## src/rtl/milgc_pkg.sv

```systemverilog
// constants and types for the manual input and light gun capture block
// Contract
// - action button or trigger sets completion indicator
// - gun pulses on first flash of target
// - gun pulse strobes target id to drum
// - transfer started: beam off, rear indicator on
// - trigger release returns gun to idle, beam restored
// - discriminator transfers unmasked targets for one cycle
// - discriminator drops targets in masked regions
// - matrix read only on program read request
package milgc_pkg;
  localparam int unsigned MILGC_NUM_KBD = 4;
  localparam int unsigned MILGC_MSG_W = 16;
  localparam int unsigned MILGC_ID_W = 16;
  localparam int unsigned MILGC_SYNC_STAGES = 3;
  localparam logic MILGC_LAMP_RST = 1'b0;
  localparam logic MILGC_BEAM_RST = 1'b1;
  typedef enum logic [1:0] {
    MILGC_GUN_IDLE = 2'b00,
    MILGC_GUN_ARMED = 2'b01,
    MILGC_GUN_XFER = 2'b10
  } milgc_gun_t;
  typedef enum logic [1:0] {
    MILGC_AD_IDLE = 2'b00,
    MILGC_AD_WAIT = 2'b01,
    MILGC_AD_RUN = 2'b10
  } milgc_ad_t;
endpackage : milgc_pkg

```

## src/rtl/milgc_pin_if.sv

```systemverilog
// interface carrying raw console pins into the pin synchroniser
`timescale 1ns/1ps
interface milgc_pin_if #(
  parameter int unsigned W = 1
);
  logic [W-1:0] raw;
  logic [W-1:0] clean;
  logic [W-1:0] rise;
  logic [W-1:0] fall;
  modport sync (input raw, output clean, output rise, output fall);
  modport user (output raw, input clean, input rise, input fall);
endinterface : milgc_pin_if

```

## src/rtl/milgc_sync.sv

```systemverilog
// three-stage pin synchroniser with edge detection
`timescale 1ns/1ps
module milgc_sync
  import milgc_pkg::*;
#(
  parameter int unsigned W = 1
) (
  // clock and reset
  input wire logic i_core_clk,
  input wire logic i_srst,
  // pins
  milgc_pin_if.sync pins
);
  logic [W-1:0] s1_r, s2_r, s3_r, clean_r, rise_r, fall_r;
  logic [W-1:0] s1_nxt, s2_nxt, s3_nxt, clean_nxt, rise_nxt, fall_nxt;
  always_comb begin
    s1_nxt = pins.raw;
    s2_nxt = s1_r;
    s3_nxt = s2_r;
    // change counts only once stages two and three agree
    clean_nxt = clean_r;
    for (int i = 0; i < int'(W); i++) begin
      if (s2_r[i] == s3_r[i]) begin
        clean_nxt[i] = s3_r[i];
      end
    end
    rise_nxt = clean_nxt & ~clean_r;
    fall_nxt = ~clean_nxt & clean_r;
  end
  always_ff @(posedge i_core_clk) begin
    if (i_srst) begin
      s1_r <= '0;
      s2_r <= '0;
      s3_r <= '0;
      clean_r <= '0;
      rise_r <= '0;
      fall_r <= '0;
    end else begin
      s1_r <= s1_nxt;
      s2_r <= s2_nxt;
      s3_r <= s3_nxt;
      clean_r <= clean_nxt;
      rise_r <= rise_nxt;
      fall_r <= fall_nxt;
    end
  end
  assign pins.clean = clean_r;
  assign pins.rise = rise_r;
  assign pins.fall = fall_r;
endmodule : milgc_sync

```

## src/rtl/milgc_top.sv

```systemverilog
// manual input matrix, light gun transfer gating and area discriminator
`timescale 1ns/1ps
module milgc_top
  import milgc_pkg::*;
#(
  parameter int unsigned NUM_KBD = MILGC_NUM_KBD,
  parameter int unsigned MSG_W = MILGC_MSG_W,
  parameter int unsigned ID_W = MILGC_ID_W
) (
  // clock and reset
  input wire logic i_core_clk,
  input wire logic i_srst,
  // console pins, asynchronous
  input wire logic [NUM_KBD-1:0] i_action_btn,
  input wire logic [NUM_KBD-1:0] i_gun_trigger,
  input wire logic [NUM_KBD-1:0] i_gun_detect,
  input wire logic i_ad_operate,
  // keyboard selection panels, asynchronous levels
  input wire logic [NUM_KBD*MSG_W-1:0] i_kbd_msg,
  // situation display generator, core clock
  input wire logic [ID_W-1:0] i_situation_display_generator_id,
  input wire logic i_sdg_cycle_start,
  input wire logic i_sdg_target_valid,
  input wire logic i_sdg_target_masked,
  input wire logic i_ad_detect,
  // program read of the manual input matrix
  input wire logic i_mim_rd_req,
  input wire logic [$clog2(NUM_KBD > 1 ? NUM_KBD : 2)-1:0] i_mim_rd_sel,
  output logic o_mim_rd_valid,
  output logic [MSG_W-1:0] o_mim_rd_msg,
  output logic o_mim_rd_complete,
  // manual input drum write
  output logic o_drum_wr,
  output logic [ID_W-1:0] o_drum_id,
  output logic o_drum_from_ad,
  // gun lamps and area discriminator busy
  output logic [NUM_KBD-1:0] o_gun_beam_on,
  output logic [NUM_KBD-1:0] o_gun_rear_ind,
  output logic o_ad_busy
);
  localparam int unsigned PW = 3 * NUM_KBD + 1;
  localparam int unsigned SW = $clog2(NUM_KBD > 1 ? NUM_KBD : 2);

  milgc_pin_if #(.W(PW)) pin_bus ();
  milgc_pin_if #(.W(NUM_KBD*MSG_W)) msg_bus ();
  assign pin_bus.raw = {i_ad_operate, i_gun_detect, i_gun_trigger, i_action_btn};
  assign msg_bus.raw = i_kbd_msg;

  milgc_sync #(.W(PW)) u_pin_sync (
    .i_core_clk(i_core_clk),
    .i_srst(i_srst),
    .pins(pin_bus.sync)
  );
  milgc_sync #(.W(NUM_KBD*MSG_W)) u_msg_sync (
    .i_core_clk(i_core_clk),
    .i_srst(i_srst),
    .pins(msg_bus.sync)
  );

  logic [NUM_KBD-1:0] btn_rise, trig_rise, trig_fall, det_rise;
  assign btn_rise = pin_bus.rise[NUM_KBD-1:0];
  assign trig_rise = pin_bus.rise[2*NUM_KBD-1:NUM_KBD];
  assign trig_fall = pin_bus.fall[2*NUM_KBD-1:NUM_KBD];
  assign det_rise = pin_bus.rise[3*NUM_KBD-1:2*NUM_KBD];
  logic ad_go;
  assign ad_go = pin_bus.rise[PW-1];

  // completion matrix and read port
  logic [NUM_KBD-1:0] done_r, done_nxt;
  logic rd_valid_r, rd_valid_nxt, rd_cmp_r, rd_cmp_nxt;
  logic [MSG_W-1:0] rd_msg_r, rd_msg_nxt;
  always_comb begin
    done_nxt = done_r;
    rd_valid_nxt = 1'b0;
    rd_msg_nxt = rd_msg_r;
    rd_cmp_nxt = rd_cmp_r;
    if (i_mim_rd_req) begin
      rd_valid_nxt = 1'b1;
      rd_msg_nxt = msg_bus.clean[i_mim_rd_sel*MSG_W +: MSG_W];
      rd_cmp_nxt = done_r[i_mim_rd_sel];
      done_nxt[i_mim_rd_sel] = 1'b0;
    end
    // a completion arriving with the read survives it
    done_nxt = done_nxt | btn_rise | trig_rise;
  end
  always_ff @(posedge i_core_clk) begin
    if (i_srst) begin
      done_r <= '0;
      rd_valid_r <= 1'b0;
      rd_msg_r <= '0;
      rd_cmp_r <= 1'b0;
    end else begin
      done_r <= done_nxt;
      rd_valid_r <= rd_valid_nxt;
      rd_msg_r <= rd_msg_nxt;
      rd_cmp_r <= rd_cmp_nxt;
    end
  end

  // light gun per console
  milgc_gun_t gun_r [NUM_KBD];
  milgc_gun_t gun_nxt [NUM_KBD];
  logic [NUM_KBD-1:0] gun_fire, beam_r, beam_nxt, rear_r, rear_nxt;
  always_comb begin
    for (int k = 0; k < int'(NUM_KBD); k++) begin
      gun_nxt[k] = gun_r[k];
      gun_fire[k] = 1'b0;
      unique case (gun_r[k])
        MILGC_GUN_IDLE: begin
          if (trig_rise[k]) begin
            gun_nxt[k] = MILGC_GUN_ARMED;
          end
        end
        MILGC_GUN_ARMED: begin
          if (trig_fall[k]) begin
            gun_nxt[k] = MILGC_GUN_IDLE;
          end else if (det_rise[k] && i_sdg_target_valid) begin
            gun_fire[k] = 1'b1;
            gun_nxt[k] = MILGC_GUN_XFER;
          end
        end
        MILGC_GUN_XFER: begin
          if (trig_fall[k]) begin
            gun_nxt[k] = MILGC_GUN_IDLE;
          end
        end
        default: gun_nxt[k] = MILGC_GUN_IDLE;
      endcase
      beam_nxt[k] = (gun_nxt[k] != MILGC_GUN_XFER);
      rear_nxt[k] = (gun_nxt[k] == MILGC_GUN_XFER);
    end
  end
  always_ff @(posedge i_core_clk) begin
    for (int k = 0; k < int'(NUM_KBD); k++) begin
      if (i_srst) begin
        gun_r[k] <= MILGC_GUN_IDLE;
      end else begin
        gun_r[k] <= gun_nxt[k];
      end
    end
    if (i_srst) begin
      beam_r <= {NUM_KBD{MILGC_BEAM_RST}};
      rear_r <= {NUM_KBD{MILGC_LAMP_RST}};
    end else begin
      beam_r <= beam_nxt;
      rear_r <= rear_nxt;
    end
  end

  // area discriminator: armed, waits for a cycle start, runs one full cycle
  milgc_ad_t ad_r, ad_nxt;
  logic ad_fire;
  always_comb begin
    ad_nxt = ad_r;
    ad_fire = 1'b0;
    unique case (ad_r)
      MILGC_AD_IDLE: begin
        if (ad_go) begin
          ad_nxt = MILGC_AD_WAIT;
        end
      end
      MILGC_AD_WAIT: begin
        if (i_sdg_cycle_start) begin
          ad_nxt = MILGC_AD_RUN;
        end
      end
      MILGC_AD_RUN: begin
        if (i_sdg_cycle_start) begin
          ad_nxt = MILGC_AD_IDLE;
        end else if (i_ad_detect && i_sdg_target_valid && !i_sdg_target_masked) begin
          ad_fire = 1'b1;
        end
      end
      default: ad_nxt = MILGC_AD_IDLE;
    endcase
  end

  // drum write; gun strobes take priority, ad report of same cycle is dropped
  logic drum_wr_r, drum_wr_nxt, from_ad_r, from_ad_nxt;
  logic [ID_W-1:0] drum_id_r, drum_id_nxt;
  always_comb begin
    drum_wr_nxt = 1'b0;
    drum_id_nxt = drum_id_r;
    from_ad_nxt = from_ad_r;
    if (|gun_fire) begin
      drum_wr_nxt = 1'b1;
      drum_id_nxt = i_situation_display_generator_id;
      from_ad_nxt = 1'b0;
    end else if (ad_fire) begin
      drum_wr_nxt = 1'b1;
      drum_id_nxt = i_situation_display_generator_id;
      from_ad_nxt = 1'b1;
    end
  end
  always_ff @(posedge i_core_clk) begin
    if (i_srst) begin
      ad_r <= MILGC_AD_IDLE;
      drum_wr_r <= 1'b0;
      drum_id_r <= '0;
      from_ad_r <= 1'b0;
    end else begin
      ad_r <= ad_nxt;
      drum_wr_r <= drum_wr_nxt;
      drum_id_r <= drum_id_nxt;
      from_ad_r <= from_ad_nxt;
    end
  end

  logic ad_busy_r;
  always_ff @(posedge i_core_clk) begin
    if (i_srst) begin
      ad_busy_r <= 1'b0;
    end else begin
      ad_busy_r <= (ad_nxt != MILGC_AD_IDLE);
    end
  end

  assign o_mim_rd_valid = rd_valid_r;
  assign o_mim_rd_msg = rd_msg_r;
  assign o_mim_rd_complete = rd_cmp_r;
  assign o_drum_wr = drum_wr_r;
  assign o_drum_id = drum_id_r;
  assign o_drum_from_ad = from_ad_r;
  assign o_gun_beam_on = beam_r;
  assign o_gun_rear_ind = rear_r;
  assign o_ad_busy = ad_busy_r;
  logic unused_sel;
  assign unused_sel = ^{SW, pin_bus.clean, pin_bus.fall, msg_bus.rise, msg_bus.fall};
endmodule : milgc_top

```

## config.mk

```make
export PLATFORM = sky130hd
export DESIGN_NAME = milgc_top
export DESIGN_NICKNAME = d
export VERILOG_FILES = /design/src/rtl/milgc_pkg.sv /design/src/rtl/milgc_pin_if.sv /design/src/rtl/milgc_sync.sv /design/src/rtl/milgc_top.sv
export SDC_FILE = /design/constraint.sdc
export NUM_CORES = 1
export LEC_CHECK = 0
export BUFFER_PORTS_ARGS = -buffer_cell sky130_fd_sc_hd__buf_2
export CELL_PAD_IN_SITES_DETAIL_PLACEMENT = 0
export CELL_PAD_IN_SITES_GLOBAL_PLACEMENT = 1
export CORE_ASPECT_RATIO = 0.7
export CORE_MARGIN = 4
export CORE_UTILIZATION = 45
export CTS_CLUSTER_SIZE = 30
export DETAILED_ROUTE_END_ITERATION = 6
export GPL_TIMING_DRIVEN = 0
export PLACE_DENSITY = 0.81
export SKIP_CTS_REPAIR_TIMING = 1
export SLEW_MARGIN = 25
export SYNTH_ARGS = -nofsm -noshare
export SYNTH_HDL_FRONTEND = slang
export SYNTH_SLANG_ARGS = --single-unit
```

## constraint.sdc

```tcl
create_clock -name i_core_clk -period 2 [get_ports i_core_clk]
set_clock_uncertainty 0.2 [all_clocks]
set_input_delay 0.2 -clock i_core_clk [delete_from_list [all_inputs] [get_ports i_core_clk]]
set_output_delay 0.2 -clock i_core_clk [all_outputs]
set_load 0.01 [all_outputs]
```

# Word-level counts from Yosys, hierarchy flattened
# Memory sizes are Yosys's and may differ from the RTL's.
# Index checks and enable logic that the tools add are counted.
# word_totals
ff_bits	380
mem_bits_rw	8
inputBits	102
out_inout_bits	45
wordCells	281
mem_count	1
# op_classes
n_lt_le_gt_ge	2
eq_ne	95
shift	1
n_mux	69
bitwise	12
n_reduce_logical	17
# memory_table
memory	words	width	read_ports	rd_clocked_by_memory_dff	write_ports	line	text
gun_r	4	2	4	0	4	milgc_top.sv:101	milgc_gun_t gun_r [NUM_KBD];
# op_table
cell	count
== test 1 bit	77
variable part select 64 x 7 -> 16 bit	1
two-way mux 2 bit	23
two-way mux 1 bit	36
two-way mux 16 bit	2
case mux 2 bit (3 select lines)	5
== test 2 bit (second input constant)	9
bitwise AND 13 bit	1
inverter 13 bit	1
== test 2 x 1 -> 1 bit (second input constant)	5
zero test 2 bit	5
bitwise AND 8 bit	1
!= test 2 bit (second input constant)	4
inverter 8 bit	1
bitwise OR 4 bit	2
logical AND 1 bit	7
OR reduction 5 bit	1
bitwise AND 4 bit	1
two-way mux 4 bit	1
inverter 4 bit	1
bitwise OR 1 bit	4
nonzero test 2 bit	2
OR reduction 4 bit	1
less-than comparator 2 x 3 -> 1 bit (second input constant)	1
4 further kinds	4

# Depth between registers and ports, before layout
# Gate-level depths: netlist of run 1.
# depth
depth_word	9
mapped_depth	7

# Cells and area by module
# A second synthesis of run 1 with hierarchy kept.
# unflattened
cells_unflattened	1361
area_unflattened_um2	16183.0
# by_module_without_submodules
module	instances	cells_each	area_per_inst_um2	seq_area_each_um2
milgc_sync (u_msg_sync)	1	931	11065.6	7687.4
milgc_top	1	241	2690.1	1181.1
milgc_sync (u_pin_sync)	1	189	2427.3	1561.5

# Least setup slack after synthesis of run 1
# Ideal clock, no wire load.
# synth_path
kind	reg-to-reg
start	memory gun_r[0][1] (netlist name)
end	register drum_id_r[10], in the netlist o_drum_id[10]
arrival_time_ns	1.212
required_time_ns	1.681
path_slack_ns	0.469
stages_incl_launch_ff	7
n_path_buf	2
cell_sequence	dfxtp_1 > or2_2 > o32ai_2 > nor3_2 > buf_6 > buf_6 > mux2i_1
# synth_rtl
item	line	text
start: declaration	milgc_top.sv:101	
end signal: assignment	milgc_top.sv:204	drum_id_r <= drum_id_nxt;
end: declaration	milgc_top.sv:180	logic [ID_W-1:0] drum_id_r, drum_id_nxt;

# Worst setup path in the final report of run 1
# layout_path
start	input port i_mim_rd_req
end	register done_r[3]
# layout_between
elab_chain_cells	3
# layout_rtl
item	line	text
start: declaration	milgc_top.sv:27	input wire logic i_mim_rd_req,
two-way mux 4 bit	milgc_top.sv:77	if (i_mim_rd_req) begin
bitwise OR 4 bit (2 in series)	milgc_top.sv:84	done_nxt = done_nxt | btn_rise | trig_rise;
end signal: assignment	milgc_top.sv:93	done_r <= done_nxt;
end: declaration	milgc_top.sv:69	logic [NUM_KBD-1:0] done_r, done_nxt;
# Every way passes these cells.
# A chain may end at the register's enable or synchronous reset.

==> results of run 1 <==
## registers in the layout (all words and copies together) (netlist names), 2 cells and up
register / flops
o_mim_rd_msg: 16
u_msg_sync.s2_r: 64
done_r: 4
o_drum_id: 16
u_msg_sync.pins.clean: 64
u_msg_sync.s1_r: 64
u_pin_sync.s3_r: 13
u_pin_sync.s2_r: 13
ad_r: 2
u_pin_sync.pins.rise: 13
u_pin_sync.s1_r: 13
u_pin_sync.pins.fall: 4
gun_r: 8
u_pin_sync.pins.clean: 13
u_msg_sync.s3_r: 64
o_gun_beam_on: 4
o_gun_rear_ind: 4
## cells by family after synthesis
kind of cell,count (synthesis),synth area share [%]
buffers and inverters,59,2.15
flip-flops,384,64.8
AO/OA/AOI/OAI,170,7.51
AND/OR/NAND/NOR,413,18.9
multiplexers,58,6.71
## metrics by stage
| step | utilization, % | std cells | power, W | instance area, um^2 |
|---|---|---|---|---|
| 4_1_cts | 55.2 | 1645 | 0.0155 | 14300 |
| 6_report | 59.0 | 1741 | 0.0155 | 15200 |
| 5_1_grt | 59.0 | 1741 | 0.0161 | 15200 |
| 3_3_place_gp | 50.5 | 1585 | 0.00862 | 13000 |
| 2_1_floorplan | - | 1084 | 0.00836 | 11900 |
| 3_5_place_dp | 50.5 | 1585 | 0.00863 | 13000 |
## per-layer routing
layer / share of wire, % / vias to the layer above / wire length [um] / track usage [%]
li1: - / 4123 / - / -
met1: 51 / 3790 / 13700 / 26.2
met2: 43 / 176 / 11600 / 27.0
met3: 4.7 / 31 / 1260 / 3.54
met4: 1.4 / 0 / 376 / 3.78
met5: 0 / - / 0 / 0
## Yosys cell counts, types with 2 or more instances
master	count	area share [%]
nor2b_1	232	12
dfxtp_1	384	65
buf_1	12	0.38
nor2_1	25	0.79
nand2_1	111	3.5
nand2b_1	2	0.11
or2_2	2	0.11
inv_1	6	0.19
buf_6	3	0.28
mux4_2	17	3.2
buf_2	3	0.13
mux2i_1	38	3.2
buf_4	2	0.13
mux2_2	3	0.28
nor4b_1	4	0.30
nand3_1	3	0.13
a21oi_1	86	3.6
clkbuf_1	32	1.0
o21ai_0	80	3.4
nor3_1	26	1.1
## worst min-delay path: stages
cell and delay [ns]:
buf_2 0.11, mux4_2 0.22, mux2i_1 0.07, nor2_1 0.08
## power groups by stage
| stage | clock [W] | combinational [W] | sequential [W] |
|---|---|---|---|
| 2_1_floorplan | 0 | 0.000298 | 0.00806 |
| 3_3_place_gp | 0 | 0.000532 | 0.00809 |
| 3_5_place_dp | 0 | 0.000537 | 0.00809 |
| 4_1_cts | 0.00707 | 0.000539 | 0.00792 |
| 5_1_grt | 0.00742 | 0.000746 | 0.00794 |
| 6_report | 0.00690 | 0.000680 | 0.00792 |
## cell type report
class / count / share of cell area [%]
timing repair buffer: 240 / 11.0
clock buffer: 49 / 7.04
clock inverter: 11 / 0.970
sequential: 384 / 50.5
multi-input combinational: 641 / 25.8
tap: 357 / 2.93
inverter: 7 / 0.173
buffer: 52 / 1.51
## how the worst max path moves through the flow
stage | endpoint | cells past startpoint | slack, ns | from
floorplan | o_drum_id[10] | 6 | 0.47 | gun_r[0][1]
global placement | u_pin_sync.pins.rise[11] | 4 | 0.05 | i_srst
detailed placement | u_pin_sync.pins.rise[11] | 4 | 0.04 | i_srst
CTS | o_drum_id[8] | 6 | 0.28 | u_pin_sync.pins.fall[5]
global route | done_r[3] | 6 | 0.1 | i_mim_rd_req
finish | done_r[3] | 6 | 0.21 | i_mim_rd_req
==> results_dict.tcl, run 1 <==
set metrics [dict create \
    outcome "complete, no violations" \
    synth_edf_count 0 \
    rr_worst_depth 6 \
    synth-seq-cells 384 \
    cp_cell_sequence "dlygate4sd3_1, buf_2, buf_1, nand3_1, a211oi_1, nor2_1" \
    synthesis.area_um2 11900 \
    layout_commonest_cell "dfxtp_1" \
    preCtsSetupSlack_ns 0.0439 \
    fin_hold_ws_ns 0.0329 \
    clock_latency_ns 0.51 \
    start_kind "input pin" \
    cp_data_required_time_ns 2.17 \
    wl_um 27000 \
    max_cap_viol_count 0 \
    grt_max_degree 16 \
    powerDensity_nw_per_um2 1020 \
    place.gp.congestion 0.756 \
    ys_warn_count 0 \
    ff_latch_area_um2 7690 \
    post-route-period-util_pct 89.4 \
    cts_made_buffers 36 \
    start_util_pct 46.0 \
    seqPwrFrac_pct 51.1 \
    viasPerCell 4.66 \
    end_kind "register" \
    internal_power_w 0.0123 \
    ys.flop_type "dfxtp_1" \
    core_area_um2 25800 \
    final_nets 1464 \
    worstPathMaxFanout 10 \
    hold_violations 0 \
    swShare_pct 20.4 \
    hold_class "input pin to register" \
    syn_inst 1084 \
    die_x_um 202 \
    htreeDepth 2 \
    period_minus_slack_ns 1.79 \
    min_path_cells 4 \
    r2r_slack_ns 0.29 \
    synth_fp_nets 1186 \
    fin_ws_ns 0.213 \
    worst_pin_slew_ns 0.884 \
    diodes 0 \
    drive_gt1_share_pct 17.3 \
    grt_pass1_vias 7555 \
    power_switching_w 0.00316 \
    holdPathEnd "o_mim_rd_complete" \
    drt-initial-drc-count 486 \
    comb_power_share_pct 4.4 \
    rows 49 \
    die-height_um 144 \
    post_drt_wl_per_cell_um 15.5 \
    max_stage_delay_ns 0.61 \
    synth_cell_type_count 33 \
    ant_nets 0 \
    drt-pass1-iter-count 5 \
    hp-start "i_mim_rd_sel[0]" \
    fillers 2159 \
    cp_top_family "buffers and inverters" \
    final_cell_mix "384 x dfxtp_1, 232 x nor2b_1, 147 x buf_2" \
    setup_violations 0 \
    syn_area_per_cell_um2 11.0 \
    slew_headroom_pct 41.1 \
    multi_input_area_um2 3930 \
    cts_max_path_buffers 3 \
    grt_pass1_wl_um 40400 \
    rsz0062_at_grt "no" \
    vdd_drop_max_mv 0.549 \
    rr_endpoint "o_drum_id[7]" \
    cp.buffers_inverters 3 \
    tritoncts "done" \
    io_pins 147 \
    antenna_found_initial 0 \
    crit_slowest_cell "buf_1" \
    fin_tns_setup_ns 0 \
    portBuffers 144 \
    grt_overflow 0 \
    drc 0 \
    grt_usage_pct 17.7 \
    hpwl_um 18400 \
    path_clk_slew_ns 0.06 \
    power_leakage_nw 6.11 \
    drv_slew 0 \
    areaGrowthSynthToFinish_pct 28.2 \
    reg2reg_from "u_pin_sync.pins.fall[5]" \
    crit_type "input pin to register" \
    clock_sinks 384 \
    synthArstFlopShare_pct 0 \
    vias 8120 \
    clock.fmax_mhz 559 \
    cts-root-buf "clkbuf_16" \
    worstPathArrival_ns 1.96 \
    die_area_um2 29100 \
    ys_seq_area_share_pct 64.8 \
    power_frac_clock_pct 44.5 \
]
(Power assumes the default switching activity.)
==> run 2: changes to the inputs <==
- clock period: 2 -> 1.89 ns (I/O delays scaled with it)
==> run 2 against run 1 <==
Non-clock buffer count unchanged. Core utilization did not move. Cell count unchanged. Sequential power grew 5.8%. Via count barely moved. Critical endpoint is now o_drum_id[7]. Largest cell class unchanged.
==> results_dict.tcl, run 2 (synthesized netlist as in run 1, its figures left out) <==
set metrics [dict create \
    final_nets 1464 \
    hpwl_um 18400 \
    diodes 0 \
    drive_gt1_share_pct 17.3 \
    final_cell_mix "384 x dfxtp_1, 232 x nor2b_1, 147 x buf_2" \
    final_cells 1741 \
    slew_headroom_pct 40.9 \
    postPlaceCellArea_um2 13000 \
    crit_path_start "u_pin_sync.pins.fall[5]" \
    worst_pin_slew_ns 0.887 \
    fin_total_pwr_w 0.0164 \
    drc 0 \
    power_leakage_nw 6.11 \
    drt-pass1-iter-count 6 \
    clock_sinks 384 \
    cts_made_buffers 36 \
    clock.fmax_mhz 585 \
    htreeDepth 2 \
    grt_usage_pct 17.7 \
    cp_data_required_time_ns 2.11 \
    areaGrowthSynthToFinish_pct 28.2 \
    rows 49 \
    place_inst 1585 \
    crit_type "register to register" \
    period_minus_slack_ns 1.71 \
    portBuffers 144 \
    clock_latency_ns 0.51 \
    drv_slew 0 \
    die-height_um 144 \
    max_cap_viol_count 0 \
    viasPerCell 4.67 \
    worstPathArrival_ns 1.93 \
    rsz0062_at_grt "no" \
    start_util_pct 46.0 \
    core_area_um2 25800 \
    setup_violations 0 \
    outcome "complete, no violations" \
    hold_violations 0 \
    reg2reg_from "u_pin_sync.pins.fall[5]" \
    layout_commonest_cell "dfxtp_1" \
    vdd_drop_max_mv 0.582 \
    hold_class "input pin to register" \
    cts-root-buf "clkbuf_16" \
    antenna_found_initial 0 \
    end_kind "register" \
    vias 8128 \
    worstPathMaxFanout 10 \
    grt_max_degree 16 \
    die_area_um2 29100 \
    tritoncts "done" \
    io_pins 147 \
    die_x_um 202 \
    powerDensity_nw_per_um2 1080 \
    hp-start "i_mim_rd_sel[0]" \
    grt_pass1_vias 7555 \
    grt_pass1_wl_um 40400 \
    wl_um 27000 \
    fillers 2159 \
    place.gp.congestion 0.756 \
    drt-initial-drc-count 410 \
    ant_nets 0 \
    start_kind "register" \
    finalInstanceArea_um2 15200 \
    final_util_pct 59.0 \
    post_drt_wl_per_cell_um 15.5 \
    post-route-period-util_pct 90.5 \
    path_clk_slew_ns 0.06 \
    cts_max_path_buffers 3 \
    grt_overflow 0 \
]
==> run 2: final cells by class <==
cell class / count / area (um^2) / share of cell area (%)
repair buffers: 240 / 1680 / 11.0
plain buffers: 52 / 230 / 1.51
inverters: 7 / 26.3 / 0.173
well taps: 357 / 447 / 2.93
flip-flops and latches: 384 / 7690 / 50.5
multi-input cells: 641 / 3930 / 25.8
clock buffers: 49 / 1070 / 7.04
clock inverters: 11 / 148 / 0.970
==> run 2: final timing paths <==
kind,endpoint,slack (ns),depth (start not counted)
setup / recovery,o_drum_id[7],0.18,6
hold / removal,o_mim_rd_complete,0.03,4
setup reg to reg,o_drum_id[7],0.18,6
hold reg to reg,u_pin_sync.pins.rise[12],0.22,1
==> run 2: layer usage <==
layer	global-route usage, %	up-vias	share of wire (%)
li1	-	4116	-
met1	26.2	3813	51
met2	27.0	168	43
met3	3.54	31	4.2
met4	3.78	0	1.4
met5	0	-	0
==> run 2: metrics by stage <==
stage | TNS, ns | hold WS, ns | worst slack [ns]
final | 0 | 0.0265 | 0.180
after global routing | 0 | 0.0538 | 0.0730
after CTS | 0 | -0.330 | 0.169
after detailed placement | -0.264 | 0.202 | -0.0551
after global placement | -0.132 | 0.200 | -0.0482
after floorplan | 0 | 0.117 | 0.359
==> run 2: critical path, cell delays in order, from the launching register on <==
cell	delay (ns)
dfxtp_1	0.36
nand2b_1	0.19
o32ai_4	0.10
nor3_2	0.21
buf_6	0.18
buf_6	0.18
mux2i_1	0.21
==> run 2: power breakdown <==
part / switching, W / total, W / internal (W)
clock: 0.00292 / 0.00731 / 0.00439
combinational: 0.000353 / 0.000721 / 0.000368
sequential: 0.0000829 / 0.00838 / 0.00830
total: 0.00336 / 0.0164 / 0.0131
